<file path="src/hdl/affbc_defines.svh">
/*
 Constants for the almost-full flag bus controller: widths, counts and
 reset values. Assumes nothing; definitions only.
*/
`ifndef AFFBC_DEFINES_SVH
`define AFFBC_DEFINES_SVH
`define AFFBC_ADDR_W        8
`define AFFBC_ID_W          3
`define AFFBC_FLAG_W        8
`define AFFBC_QUADS         4
`define AFFBC_QUEUES        32
`define AFFBC_ID_HI         7
`define AFFBC_ID_LO         5
`define AFFBC_QUAD_HI       4
`define AFFBC_QUAD_LO       3
`define AFFBC_QUAD_LAST     2'h3
`define AFFBC_QUAD_FIRST    2'h0
`define AFFBC_REG_CTRL      12'h000
`define AFFBC_REG_STATUS    12'h004
`define AFFBC_REG_CFG       12'h008
`define AFFBC_CTRL_RESET    32'h0000_0000
`endif

</file>
<file path="src/hdl/affbc_pkg.sv">
/*
 Types for the almost-full flag bus controller.
 Assumes the defines header is included by the user of the types.
*/
package affbc_pkg;
	// Polled rotation states, one-hot.
	typedef enum logic [2:0] {
		AFFBC_ST_IDLE = 3'b001,
		AFFBC_ST_OWN  = 3'b010,
		AFFBC_ST_WAIT = 3'b100
	} affbc_rot_e;
	// Configuration caught at the end of master reset.
	typedef struct packed {
		logic       polled;
		logic       primary;
		logic [2:0] chip_id;
	} affbc_cfg_s;
	// APB request signals.
	typedef struct packed {
		logic        psel;
		logic        penable;
		logic        pwrite;
		logic [11:0] paddr;
		logic [31:0] pwdata;
	} affbc_apb_req_s;
endpackage

</file>
<file path="src/hdl/affbc_sync2.sv">
/*
 Two flip-flop synchroniser for a bus of pin levels.
 Assumes pins are asynchronous to clk.
*/
`timescale 1ns/1ps
module affbc_sync2 #(
	parameter int W = 1
) (
	input  wire logic         clk,     // Sampling clock.
	input  wire logic         rst_n,   // Asynchronous reset, low.
	input  wire logic [W-1:0] d,       // Asynchronous levels.
	output logic      [W-1:0] q        // Synchronised levels.
);
	logic [W-1:0] meta_reg;

	// First stage feeds only the second stage.
	always_ff @(posedge clk or negedge rst_n) begin
		if (!rst_n) begin
			meta_reg <= '0;
			q        <= '0;
		end else begin
			meta_reg <= d;
			q        <= meta_reg;
		end
	end
endmodule

</file>
<file path="src/hdl/affbc_top.sv">
/*
 Write-side flag signalling of a multi-queue buffer: shared full flag,
 almost-full flag bus (direct or polled), token chain, device identifier
 match and primary/secondary selection. Assumes one clock pclk, pins
 asynchronous, status flags supplied by the queue core, APB slave.
*/
// Decided for this implementation: register access over APB and the address map.
`timescale 1ns/1ps
`include "affbc_defines.svh"
module affbc_top
	import affbc_pkg::*;
(
	input  wire logic        pclk,                  // Write clock.
	input  wire logic        presetn,               // Bus reset, low.
	input  wire logic        psel,                  // APB select.
	input  wire logic        penable,               // APB enable.
	input  wire logic        pwrite,                // APB direction.
	input  wire logic [11:0] paddr,                 // APB byte address.
	input  wire logic [31:0] pwdata,                // APB write data.
	output logic      [31:0] prdata,                // APB read data.
	output logic             pready,                // APB ready.
	output logic             pslverr,               // APB error.
	input  wire logic        config_reset_n,        // Master reset pin.
	input  wire logic        flag_bus_mode_sel,     // Polled when high.
	input  wire logic        primary_select,        // Primary when high.
	input  wire logic [2:0]  chip_select_code,      // Device identifier.
	input  wire logic [7:0]  write_queue_addr,      // Write queue address.
	input  wire logic        write_addr_en,         // Queue select strobe.
	input  wire logic [7:0]  read_queue_addr,       // Read queue address.
	input  wire logic        read_addr_en,          // Read select strobe.
	input  wire logic        almost_full_quad_strobe, // Quadrant strobe.
	input  wire logic        almost_full_token_in,  // Token from chain.
	input  wire logic [31:0] queue_full_n,          // Per-queue full, low.
	input  wire logic [31:0] queue_almost_full_n,   // Per-queue PAF, low.
	output logic             full_flag_n_o,         // Full flag value.
	output logic             full_flag_n_oe,        // Full flag drive.
	output logic [7:0]       almost_full_flag_bus_o,  // Flag bus value.
	output logic             almost_full_flag_bus_oe, // Flag bus drive.
	output logic             almost_full_rotation_sync, // Quadrant one.
	output logic             almost_full_token_out, // Token to chain.
	output logic             write_match,           // Write id matched.
	output logic             read_match             // Read id matched.
);
	////////////////////////////////////////////////////////////////////
	// Pin synchronisation.
	// Ten pins, twenty-six bits in all.
	localparam int PW = 26;
	logic [PW-1:0] pins_raw;
	logic [PW-1:0] pins_s;
	logic          mrs_n_s;
	logic          mode_s;
	logic          prim_s;
	logic [2:0]    id_s;
	logic [7:0]    wadd_s;
	logic          waden_s;
	logic [7:0]    radd_s;
	logic          raden_s;
	logic          strobe_s;
	logic          tok_s;

	assign pins_raw = {config_reset_n, flag_bus_mode_sel, primary_select,
		chip_select_code, write_queue_addr, write_addr_en,
		read_queue_addr, read_addr_en, almost_full_quad_strobe,
		almost_full_token_in};

	affbc_sync2 #(.W(PW)) u_sync (
		.clk   (pclk),
		.rst_n (presetn),
		.d     (pins_raw),
		.q     (pins_s)
	);

	// Field split of the synchronised pins.
	assign {mrs_n_s, mode_s, prim_s, id_s, wadd_s, waden_s, radd_s,
		raden_s, strobe_s, tok_s} = pins_s;

	////////////////////////////////////////////////////////////////////
	// Configuration capture while master reset is held low.
	affbc_cfg_s cfg_reg;
	logic       mrs_d_reg;
	logic       in_reset;
	logic       mrs_rise;
	logic       sw_mrs_reg;

	assign in_reset = !mrs_n_s || sw_mrs_reg;
	assign mrs_rise = mrs_n_s && !mrs_d_reg;

	// Configuration is sampled while reset is low and frozen at release.
	always_ff @(posedge pclk or negedge presetn) begin
		if (!presetn) begin
			cfg_reg   <= '0;
			mrs_d_reg <= 1'b0;
		end else begin
			mrs_d_reg <= mrs_n_s;
			if (!mrs_n_s) begin
				cfg_reg.polled  <= mode_s;
				cfg_reg.primary <= prim_s;
				cfg_reg.chip_id <= id_s;
			end
		end
	end

	////////////////////////////////////////////////////////////////////
	// Identifier match on the upper address bits.
	logic wmatch;
	logic rmatch;

	// Addresses are compared against the latched identifier.
	assign wmatch = wadd_s[`AFFBC_ID_HI:`AFFBC_ID_LO] == cfg_reg.chip_id;
	assign rmatch = radd_s[`AFFBC_ID_HI:`AFFBC_ID_LO] == cfg_reg.chip_id;

	// The eight-bit address covers 256 queues over eight devices.
	always_ff @(posedge pclk or negedge presetn) begin
		if (!presetn) begin
			write_match <= 1'b0;
			read_match  <= 1'b0;
		end else begin
			write_match <= waden_s && wmatch && !in_reset;
			read_match  <= raden_s && rmatch && !in_reset;
		end
	end

	////////////////////////////////////////////////////////////////////
	// Write queue selection and full flag.
	logic       wsel_reg;
	logic [4:0] wq_reg;

	// A write select claims or releases the shared full line.
	always_ff @(posedge pclk or negedge presetn) begin
		if (!presetn) begin
			wsel_reg <= 1'b0;
			wq_reg   <= 5'h00;
		end else if (in_reset) begin
			wsel_reg <= 1'b0;
			wq_reg   <= 5'h00;
		end else if (waden_s) begin
			wsel_reg <= wmatch;
			wq_reg   <= wadd_s[4:0];
		end
	end

	// Full flag driven the cycle after selection and by the primary during reset, floating otherwise.
	always_ff @(posedge pclk or negedge presetn) begin
		if (!presetn) begin
			full_flag_n_o  <= 1'b1;
			full_flag_n_oe <= 1'b0;
		end else begin
			full_flag_n_o  <= queue_full_n[wq_reg];
			full_flag_n_oe <= wsel_reg || (in_reset && cfg_reg.primary);
		end
	end

	////////////////////////////////////////////////////////////////////
	// Almost-full flag bus: direct or polled.
	logic [1:0] dq_reg;
	logic       dsel_reg;
	logic [1:0] pq_reg;
	affbc_rot_e rot_reg;
	logic [1:0] quad;

	// Direct mode: strobe latches the quadrant of a matching device.
	always_ff @(posedge pclk or negedge presetn) begin
		if (!presetn) begin
			dq_reg   <= `AFFBC_QUAD_FIRST;
			dsel_reg <= 1'b0;
		end else if (in_reset) begin
			dq_reg   <= `AFFBC_QUAD_FIRST;
			dsel_reg <= cfg_reg.primary;
		end else if (!cfg_reg.polled && strobe_s) begin
			dq_reg   <= wadd_s[`AFFBC_QUAD_HI:`AFFBC_QUAD_LO];
			dsel_reg <= wmatch;
		end
	end

	// Polled rotation; primary starts owning the bus after reset.
	always_ff @(posedge pclk or negedge presetn) begin
		if (!presetn) begin
			rot_reg <= AFFBC_ST_IDLE;
			pq_reg  <= `AFFBC_QUAD_FIRST;
		end else if (in_reset || !cfg_reg.polled) begin
			rot_reg <= AFFBC_ST_IDLE;
			pq_reg  <= `AFFBC_QUAD_FIRST;
		end else begin
			case (rot_reg)
			AFFBC_ST_IDLE: begin
				rot_reg <= cfg_reg.primary ? AFFBC_ST_OWN : AFFBC_ST_WAIT;
				pq_reg  <= `AFFBC_QUAD_FIRST;
			end
			AFFBC_ST_OWN: begin
				if (pq_reg == `AFFBC_QUAD_LAST) begin
					pq_reg <= `AFFBC_QUAD_FIRST;
					// Own ring loop drops to WAIT after the token until it returns.
					rot_reg <= tok_s ? AFFBC_ST_OWN : AFFBC_ST_WAIT;
				end else begin
					pq_reg <= pq_reg + 2'h1;
				end
			end
			AFFBC_ST_WAIT: begin
				if (tok_s) begin
					rot_reg <= AFFBC_ST_OWN;
				end
				pq_reg <= `AFFBC_QUAD_FIRST;
			end
			default: begin
				rot_reg <= AFFBC_ST_IDLE;
			end
			endcase
		end
	end

	assign quad = cfg_reg.polled ? pq_reg : dq_reg;

	// Bus, sync and token outputs, each registered.
	always_ff @(posedge pclk or negedge presetn) begin
		if (!presetn) begin
			almost_full_flag_bus_o    <= 8'hFF;
			almost_full_flag_bus_oe   <= 1'b0;
			almost_full_rotation_sync <= 1'b0;
			almost_full_token_out     <= 1'b0;
		end else begin
			almost_full_flag_bus_o <= queue_almost_full_n[quad*8 +: 8];
			almost_full_flag_bus_oe <= cfg_reg.polled ?
				(rot_reg == AFFBC_ST_OWN) : dsel_reg;
			almost_full_rotation_sync <= cfg_reg.polled &&
				rot_reg == AFFBC_ST_OWN && pq_reg == `AFFBC_QUAD_FIRST;
			almost_full_token_out <= cfg_reg.polled &&
				rot_reg == AFFBC_ST_OWN && pq_reg == `AFFBC_QUAD_LAST;
		end
	end

	////////////////////////////////////////////////////////////////////
	// APB slave: control, status and configuration registers.
	logic wr_en;
	logic sel_ok;

	assign wr_en  = psel && penable && pwrite;
	assign sel_ok = paddr == `AFFBC_REG_CTRL || paddr == `AFFBC_REG_STATUS ||
		paddr == `AFFBC_REG_CFG;
	assign pready  = 1'b1;
	assign pslverr = psel && penable && !sel_ok;

	// Control bit 0 holds the block in its soft reset.
	always_ff @(posedge pclk or negedge presetn) begin
		if (!presetn) begin
			sw_mrs_reg <= 1'b0;
		end else if (wr_en && paddr == `AFFBC_REG_CTRL) begin
			sw_mrs_reg <= pwdata[0];
		end
	end

	// Read data is registered during the setup cycle.
	always_ff @(posedge pclk or negedge presetn) begin
		if (!presetn) begin
			prdata <= 32'h0000_0000;
		end else if (psel && !penable) begin
			case (paddr)
			`AFFBC_REG_CTRL:   prdata <= {31'h0, sw_mrs_reg};
			`AFFBC_REG_STATUS: prdata <= {24'h0, rot_reg, pq_reg,
				dq_reg, wsel_reg};
			`AFFBC_REG_CFG:    prdata <= {26'h0, mrs_rise, cfg_reg};
			default:           prdata <= 32'h0000_0000;
			endcase
		end
	end
endmodule

</file>
<file path="config.mk">
export PLATFORM = sky130hd
export DESIGN_NAME = affbc_top
export DESIGN_NICKNAME = d
export VERILOG_FILES = /design/src/hdl/affbc_pkg.sv /design/src/hdl/affbc_sync2.sv /design/src/hdl/affbc_top.sv
export VERILOG_INCLUDE_DIRS = /design/src /design/src/hdl
export SDC_FILE = /design/constraint.sdc
export NUM_CORES = 1
export LEC_CHECK = 0
export ABC_AREA = 0
export BUFFER_PORTS_ARGS = -buffer_cell sky130_fd_sc_hd__clkbuf_2
export CORE_UTILIZATION = 40
export CTS_CLUSTER_DIAMETER = 60
export DETAILED_ROUTE_END_ITERATION = 7
export PLACE_DENSITY = 0.72
export SYNTH_ARGS = -nofsm -noshare
export SYNTH_HDL_FRONTEND = slang
export SYNTH_SLANG_ARGS = --single-unit
</file>
<file path="constraint.sdc">
create_clock -name pclk -period 1.75 [get_ports pclk]
set_input_delay 0.4375 -clock pclk [delete_from_list [all_inputs] [get_ports pclk]]
set_output_delay 0.4375 -clock pclk [all_outputs]
set_load 0.01 [all_outputs]
</file>
==> results of run 1 <==
worst max path at each step:
stage	from	end	slack, ns
after floorplan	paddr[7]	sw_mrs_reg$_DFFE_PN0P_	0.15
after global placement	paddr[7]	prdata[2]$_DFFE_PN0P_	0.003
after detailed placement	paddr[7]	prdata[1]$_DFFE_PN0P_	-0.07
after CTS	paddr[1]	pslverr	0.05
after global routing	paddr[7]	pslverr	-0.004
final	paddr[7]	pslverr	0.08
per-layer routing:
layer	share of wire, %	vias to the layer above
li1	-	1198
met3	7.2	10
met1	42	1196
met2	49	116
met5	0	-
met4	2.0	0
synthesized netlist by cell type, drive strengths merged (2+ instances only):
master  number  area [um^2]
nand2       24         90.1
and3         2         12.5
mux4         8          191
a22oi       10         75.1
buf         30          224
nor2b        5         31.3
mux2i       27          283
nand2b       5         31.3
xnor2        2         17.5
nand3        4         25.0
inv          4         15.0
nand3b       3         22.5
dfrtp       76         1900
a21oi        8         40.0
nor3b        3         27.5
dfstp       10          263
clkbuf       4         15.0
nor4         5         65.1
and2         2         12.5
nor2        18         67.6
xor2         5         43.8
nor3         2         10.0
conb         2         7.51
ha           2         25.0
a22o         2         17.5
mux2         7         78.8
worst max-delay path, stage by stage:
cell,delay [ns]
clkbuf_2,0.10
nor4_4,0.28
nand3_2,0.13
a21oi_2,0.12
nor2_1,0.05
clkbuf_2,0.12
power groups by stage:
stage	sequential (uW)	clock, uW	combinational (uW)
after floorplan	2210	0	293
after global placement	2220	0	474
after detailed placement	2220	0	487
after CTS	2180	1500	488
after global routing	2200	1580	543
final	2180	1440	484
kinds of logic (layout without fill, tap and decap cells):
logic type / count (synthesis) / count (layout) / share of synthesized area (%)
and+or+nand+nor: 75 / 75 / 11.2
muxes: 42 / 42 / 15.1
adders and majority gates: 2 / 2 / 0.683
buffers and inverters: 38 / 158 / 6.94
xor gates and xnor gates: 7 / 7 / 1.67
DFF: 86 / 86 / 59.1
AOI/OAI and AO/OA: 27 / 27 / 5.09
other: 2 / 25 / 0.205
cell type report:
class | count | area (um^2) | share of cell area (%)
inverter | 4 | 15.0 | 0.326
multi-input combinational | 178 | 1350 | 29.3
clock inverter | 7 | 86.3 | 1.87
sequential | 86 | 2160 | 46.9
tap | 108 | 135 | 2.93
clock buffer | 9 | 124 | 2.69
timing repair buffer | 138 | 736 | 16.0
stage by stage:
stage | hold WS [ns] | std cells | TNS [ns]
after floorplan | 0.142 | 302 | 0
after global placement | 0.333 | 513 | 0
after CTS | 0.108 | 530 | 0
after detailed placement | 0.335 | 513 | -0.255
final | 0.0975 | 530 | 0
after global routing | 0.124 | 530 | -0.00432
repair_timing:
item	4_1_cts	5_1_grt
setup buffers	1	0
pin swaps	1	0
endpoints found under the setup margin	1	1
gates resized for setup	0	3
==> results.md, run 1 <==
- Outcome: finished, violations left
- Failing checks: design-rule violations
- Gate Count Post-Synth: 279
- Die W: a little under 100 um
- Residual DRC: 32
- Routed wire length: slightly above 7000 um
- Gr usage total: 16.2%
- Vias per cell: 4.75
- Max Cap Violations: 0
- Initial antenna violation count: 0
- Final hold vios: 0
- Port buffer count: 126
- CTS root buffer: clkbuf_8
- EDFF count, synth: 0
- Count of cell types in the netlist: 44
- PwrDens: ~890 nW/um^2
- Ys Warns: 0
- Pint: 3050 uW
- # setup viols final: 0
- First-pass DRT Iterations: 7
- Worst slew margin: 63.4%
- Initial core utilization: roughly two fifths
- Commonest non-fill, non-tap cell in the layout: clkbuf_2
- Routed vias: between 2000 and 3000
- Peak Freq: 599 MHz
- Antenna cell count: 0
- Seq/Total Area, Yosys: 59.1%
- VDD IR max: 0.368 mV
- Layout cell share with drive strength beyond 1: a little over two fifths
- Worst skew pair latency: 0.36 ns
- Net Sw Power: approximately 1100 uW
- Fraction of registers with async set/reset: between 90% and 100%
- Routability congestion estimate: 0.774
- Num CTS Buffers: 9
- Crit Path Category: in -> out
- DP HPWL: 5370 um
- CP max FO: 2
- Reg2Reg Launch Point: cfg_reg[4]$_DFFE_PN0N_
- Endpoint class of the critical path: output pin
- R2r setup slk: roughly 0.17 ns
- Layout Utilization: a little over half
- Global routing usage on met1: 20.2%
- Path depth of the worst reg2reg path: 2
- Worst-path clk slew: 0.08 ns
- Core box area: 8810 um^2
- Synth Flop Type: dfrtp_1
- Grt peak-use layer: met2
- Die area: about 9500 um^2
- Total gr overflow: 0
- CTS tree: done
- H-Tree Depth: 3
- Actual slew at the worst max-slew pin: 0.549 ns
- Leakage power: 0.00229 uW
- First-pass GRT wire length: 11900 um
- Worst endpoint required time: ~1.3 ns
- Chip Height: slightly below 100 um
- Sequential power share: 53.1%
- CP Launch Type: primary input
- Sw frac: 25.8%
- Clock Skews: 0.0133 ns
- Hold_buf cts: 0
- NumNets Final: 558
- Number of core rows: 34
- Vias in the first global route: approximately 2500
- CTS Sinks: 86
- Fill cells: 762
- Area grow syn2layout: 25.9%
- DP Area: 4370 um^2
- Crit path DAT: around 1.2 ns
- Syn_area_per_cell: 13.1 um^2
- Drt first-iter violations: 174
- Worst reg2reg endpoint: almost_full_flag_bus_o[3]$_DFF_PN1_
- CTS Buffer Depth: 2
- Worst hold path type: in -> async
- Wire per inst: about 13 um
- Minimum clock period: roughly 1.7 ns
- Commonest non-fill, non-tap cells in the layout: clkbuf_2, dfrtp_1, mux2i_1
- Final setup margin: 0.0812 ns
- Largest net degree at the start of global routing: 87
- Post-Syn Area: 3660 um^2
- #FFs+latches synth: between 80 and 90
- Antenna-violating nets left: 0
- IO Pins: between 150 and 200
- RSZ-0062 raised after global routing: yes
- Global routing usage on met2: 26.0%
- Tcrit/Tclk final: a little over nine tenths
- Max-slew violations: 0
- Logic pwr share: 11.8%
- Power Total: about 4100 uW
- Pre-CTS setup slack: -0.0710 ns
- Met3 Use GR: 3.60%
- Clk pwr share: 35.1%
- Final instance area: approximately 4600 um^2
No activity file was read; power rests on OpenSTA's default activity.
==> run 2: changes to the inputs <==
- GPL_TIMING_DRIVEN: unset -> 0
==> run 2 against run 1 <==
Net effect:
- the flow still finishes with violations (design-rule violations)
- global-route usage rose by 0.51 points
- count of clock-buffer cells in the layout grew 4
- cell area increased by 3.7%
- flip-flop and latch count is the same
- via count is 2.0% higher
- maximum frequency grew 0.66%
- combinational power is 13% higher
- power down 1.3%
- routed wire length up 3.3%
- clock power down 7%
- final cell count grew 4.7%
- critical path type unchanged
==> results.md, run 2 (synthesis gave the netlist of run 1 again) <==
- Outcome: finished, violations left
- Failing checks: design-rule violations
- Worst reg2reg endpoint: pq_reg[0]$_DFFE_PN0P_
- Sequential power share: 53.5% (+0.4 points)
- Total gr overflow: 0 (unchanged)
- Routability congestion estimate: 0.761 (-1.7%)
- Max-slew violations: 0 (unchanged)
- RSZ-0062 raised after global routing: no
- Final hold vios: 0 (unchanged)
- Port buffer count: 126 (unchanged)
- Max Cap Violations: 0 (unchanged)
- CTS tree: done
- CP Launch Type: primary input
- CTS Sinks: 86 (unchanged)
- DP HPWL: 5630 um (+5.0%)
- Path depth of the worst reg2reg path: 6 (+4)
- Chip Height: 97.7 um (unchanged)
- Worst Hold Margin: 0.104 ns (+0.00604 ns)
- Routed wire length: 7380 um (+3.3%)
- Die area: 9540 um^2 (unchanged)
- Layout Utilization: 54.3% (+1.9 points)
- Worst-path clk slew: 0.08 ns (about the same)
- Commonest non-fill, non-tap cells in the layout: clkbuf_2, dfrtp_1, buf_4
- R2r setup slk: 0.15 ns (-0.02 ns)
- Crit path DAT: 1.22 ns (about the same)
- Num CTS Buffers: 9 (unchanged)
- Reg2Reg Launch Point: rot_reg[0]$_DFFE_PN1P_
- # setup viols final: 0 (unchanged)
- CTS Buffer Depth: 2 (unchanged)
- Routed vias: 2571 (+2.0%)
- Drt first-iter violations: 146 (-16%)
- Area grow syn2layout: 30.6%
- Antenna cell count: 0 (unchanged)
- Initial core utilization: 41.6% (unchanged)
- Actual slew at the worst max-slew pin: 0.553 ns (+0.00464 ns)
- Vias per cell: 4.63 (-2.6%)
- Residual DRC: 32 (unchanged)
- Die W: 97.7 um (unchanged)
- Net Sw Power: 1020 uW (-4.2%)
- Vias in the first global route: 2592 (+2.3%)
- Worst skew pair latency: 0.35 ns (about the same)
- CTS root buffer: clkbuf_8
- Clk pwr share: 33.1% (-2.0 points)
- Sw frac: 25.1% (-0.77 points)
- Antenna-violating nets left: 0 (unchanged)
- First-pass GRT wire length: 12200 um (+2.1%)
- First-pass DRT Iterations: 6 (-1)
- Gr usage total: 16.7% (+0.51 points)
- Tcrit/Tclk final: 94.7% (-0.63 points)
- Worst slew margin: 62.4% (-0.96 points)
- Endpoint class of the critical path: output pin
- Worst hold path type: in -> async
- Initial antenna violation count: 0 (unchanged)
- Largest net degree at the start of global routing: 46 (-47%)
- Clock Skews: 0.00822 ns (-0.00508 ns)
- Commonest non-fill, non-tap cell in the layout: clkbuf_2
- Core box area: 8810 um^2 (unchanged)
- Minimum clock period: 1.66 ns (-0.0109 ns)
- IO Pins: 188 (unchanged)
- H-Tree Depth: 3 (unchanged)
- CP max FO: 2 (unchanged)
- Logic pwr share: 13.5% (+1.7 points)
- Wire per inst: 13.3 um (-1.3%)
- Leakage power: 0.00241 uW (+5.2%)
- Pint: 3040 uW (-0.29%)
- Crit Path Category: in -> out
- Worst endpoint required time: 1.31 ns (about the same)
- Peak Freq: 603 MHz (+0.66%)
- Layout cell share with drive strength beyond 1: 46.1% (+2.5 points)
- Hold_buf cts: 0 (unchanged)
- PwrDens: 848 nW/um^2 (-4.8%)
- Number of core rows: 34 (unchanged)
- NumNets Final: 583 (+4.5%)
- VDD IR max: 0.460 mV (+25%)
-- run 2: changes by cell type in the layout (fill, tap and decap cells not counted), moves of 2 or more --
cell / previous run / this run
buf_2: 0 / 2
buf_4: 12 / 28
clkbuf_1: 0 / 5
clkbuf_8: 9 / 12
inv_8: 2 / 0
nor4_2: 1 / 3
-- run 2: stage by stage --
step / instances / cell area [um^2] / setup slack (ns) / TNS (ns) / total power (uW)
2_1_floorplan: 302 / 3750 / 0.148 / 0 / 2500
3_3_place_gp: 536 / 4510 / -0.610 / -47.38 / 2730
3_5_place_dp: 537 / 4540 / -0.112 / -0.740 / 2750
4_1_cts: 554 / 4740 / 0.0292 / 0 / 4100
5_1_grt: 555 / 4780 / 0.00819 / 0 / 4260
6_report: 555 / 4780 / 0.0921 / 0 / 4060
-- run 2: per-layer routing --
| layer | vias up | part of all wire [%] | global-route usage, % |
|---|---|---|---|
| li1 | 1248 | - | - |
| met1 | 1198 | 41 | 20.4 |
| met2 | 113 | 49 | 27.4 |
| met3 | 12 | 7.7 | 4.60 |
| met4 | 0 | 2.0 | 7.69 |
| met5 | - | 0 | 0 |
-- run 2: layout make-up --
| class | instances | area (um^2) |
|---|---|---|
| plain buffers | 34 | 239 |
| clock buffers | 13 | 169 |
| inverters | 4 | 15.0 |
| well taps | 108 | 135 |
| multi-input cells | 178 | 1350 |
| flip-flops and latches | 86 | 2160 |
| repair buffers | 129 | 681 |
| clock inverters | 3 | 26.3 |
| fillers | 778 | 4020 |
-- run 2: worst max-delay path, stage by stage --
cell,delay (ns)
clkbuf_2,0.10
nor4_4,0.28
nand3_2,0.13
a21oi_2,0.11
nor2_1,0.05
clkbuf_2,0.12
-- run 2: worst max-delay path by stage --
stage | startpoint | end | depth (start not counted)
floorplan | paddr[7] | sw_mrs_reg$_DFFE_PN0P_ | 4
global placement | presetn | u_sync.q[13]$_DFF_PN0_ | 1
detailed placement | paddr[7] | prdata[7]$_DFFE_PN0P_ | 5
CTS | cfg_reg[4]$_DFFE_PN0N_ | almost_full_flag_bus_o[0]$_DFF_PN1_ | 3
global route | rot_reg[0]$_DFFE_PN1P_ | pq_reg[0]$_DFFE_PN0P_ | 6
finish | paddr[8] | pslverr | 6
-- run 2: power by group through the flow --
stage               logic (uW)  clock network [uW]  registers (uW)
CTS                        545                1390            2170
floorplan                  293                   0            2210
global route               610                1460            2180
global placement           522                   0            2200
finish                     547                1340            2170
detailed placement         542                   0            2210
-- run 2: repair_timing --
item | CTS | global route
pin swaps | 1 | 2
endpoints found under the setup margin | 4 | 6
gates resized for setup | 1 | 3
buffers inserted | 1 | 1
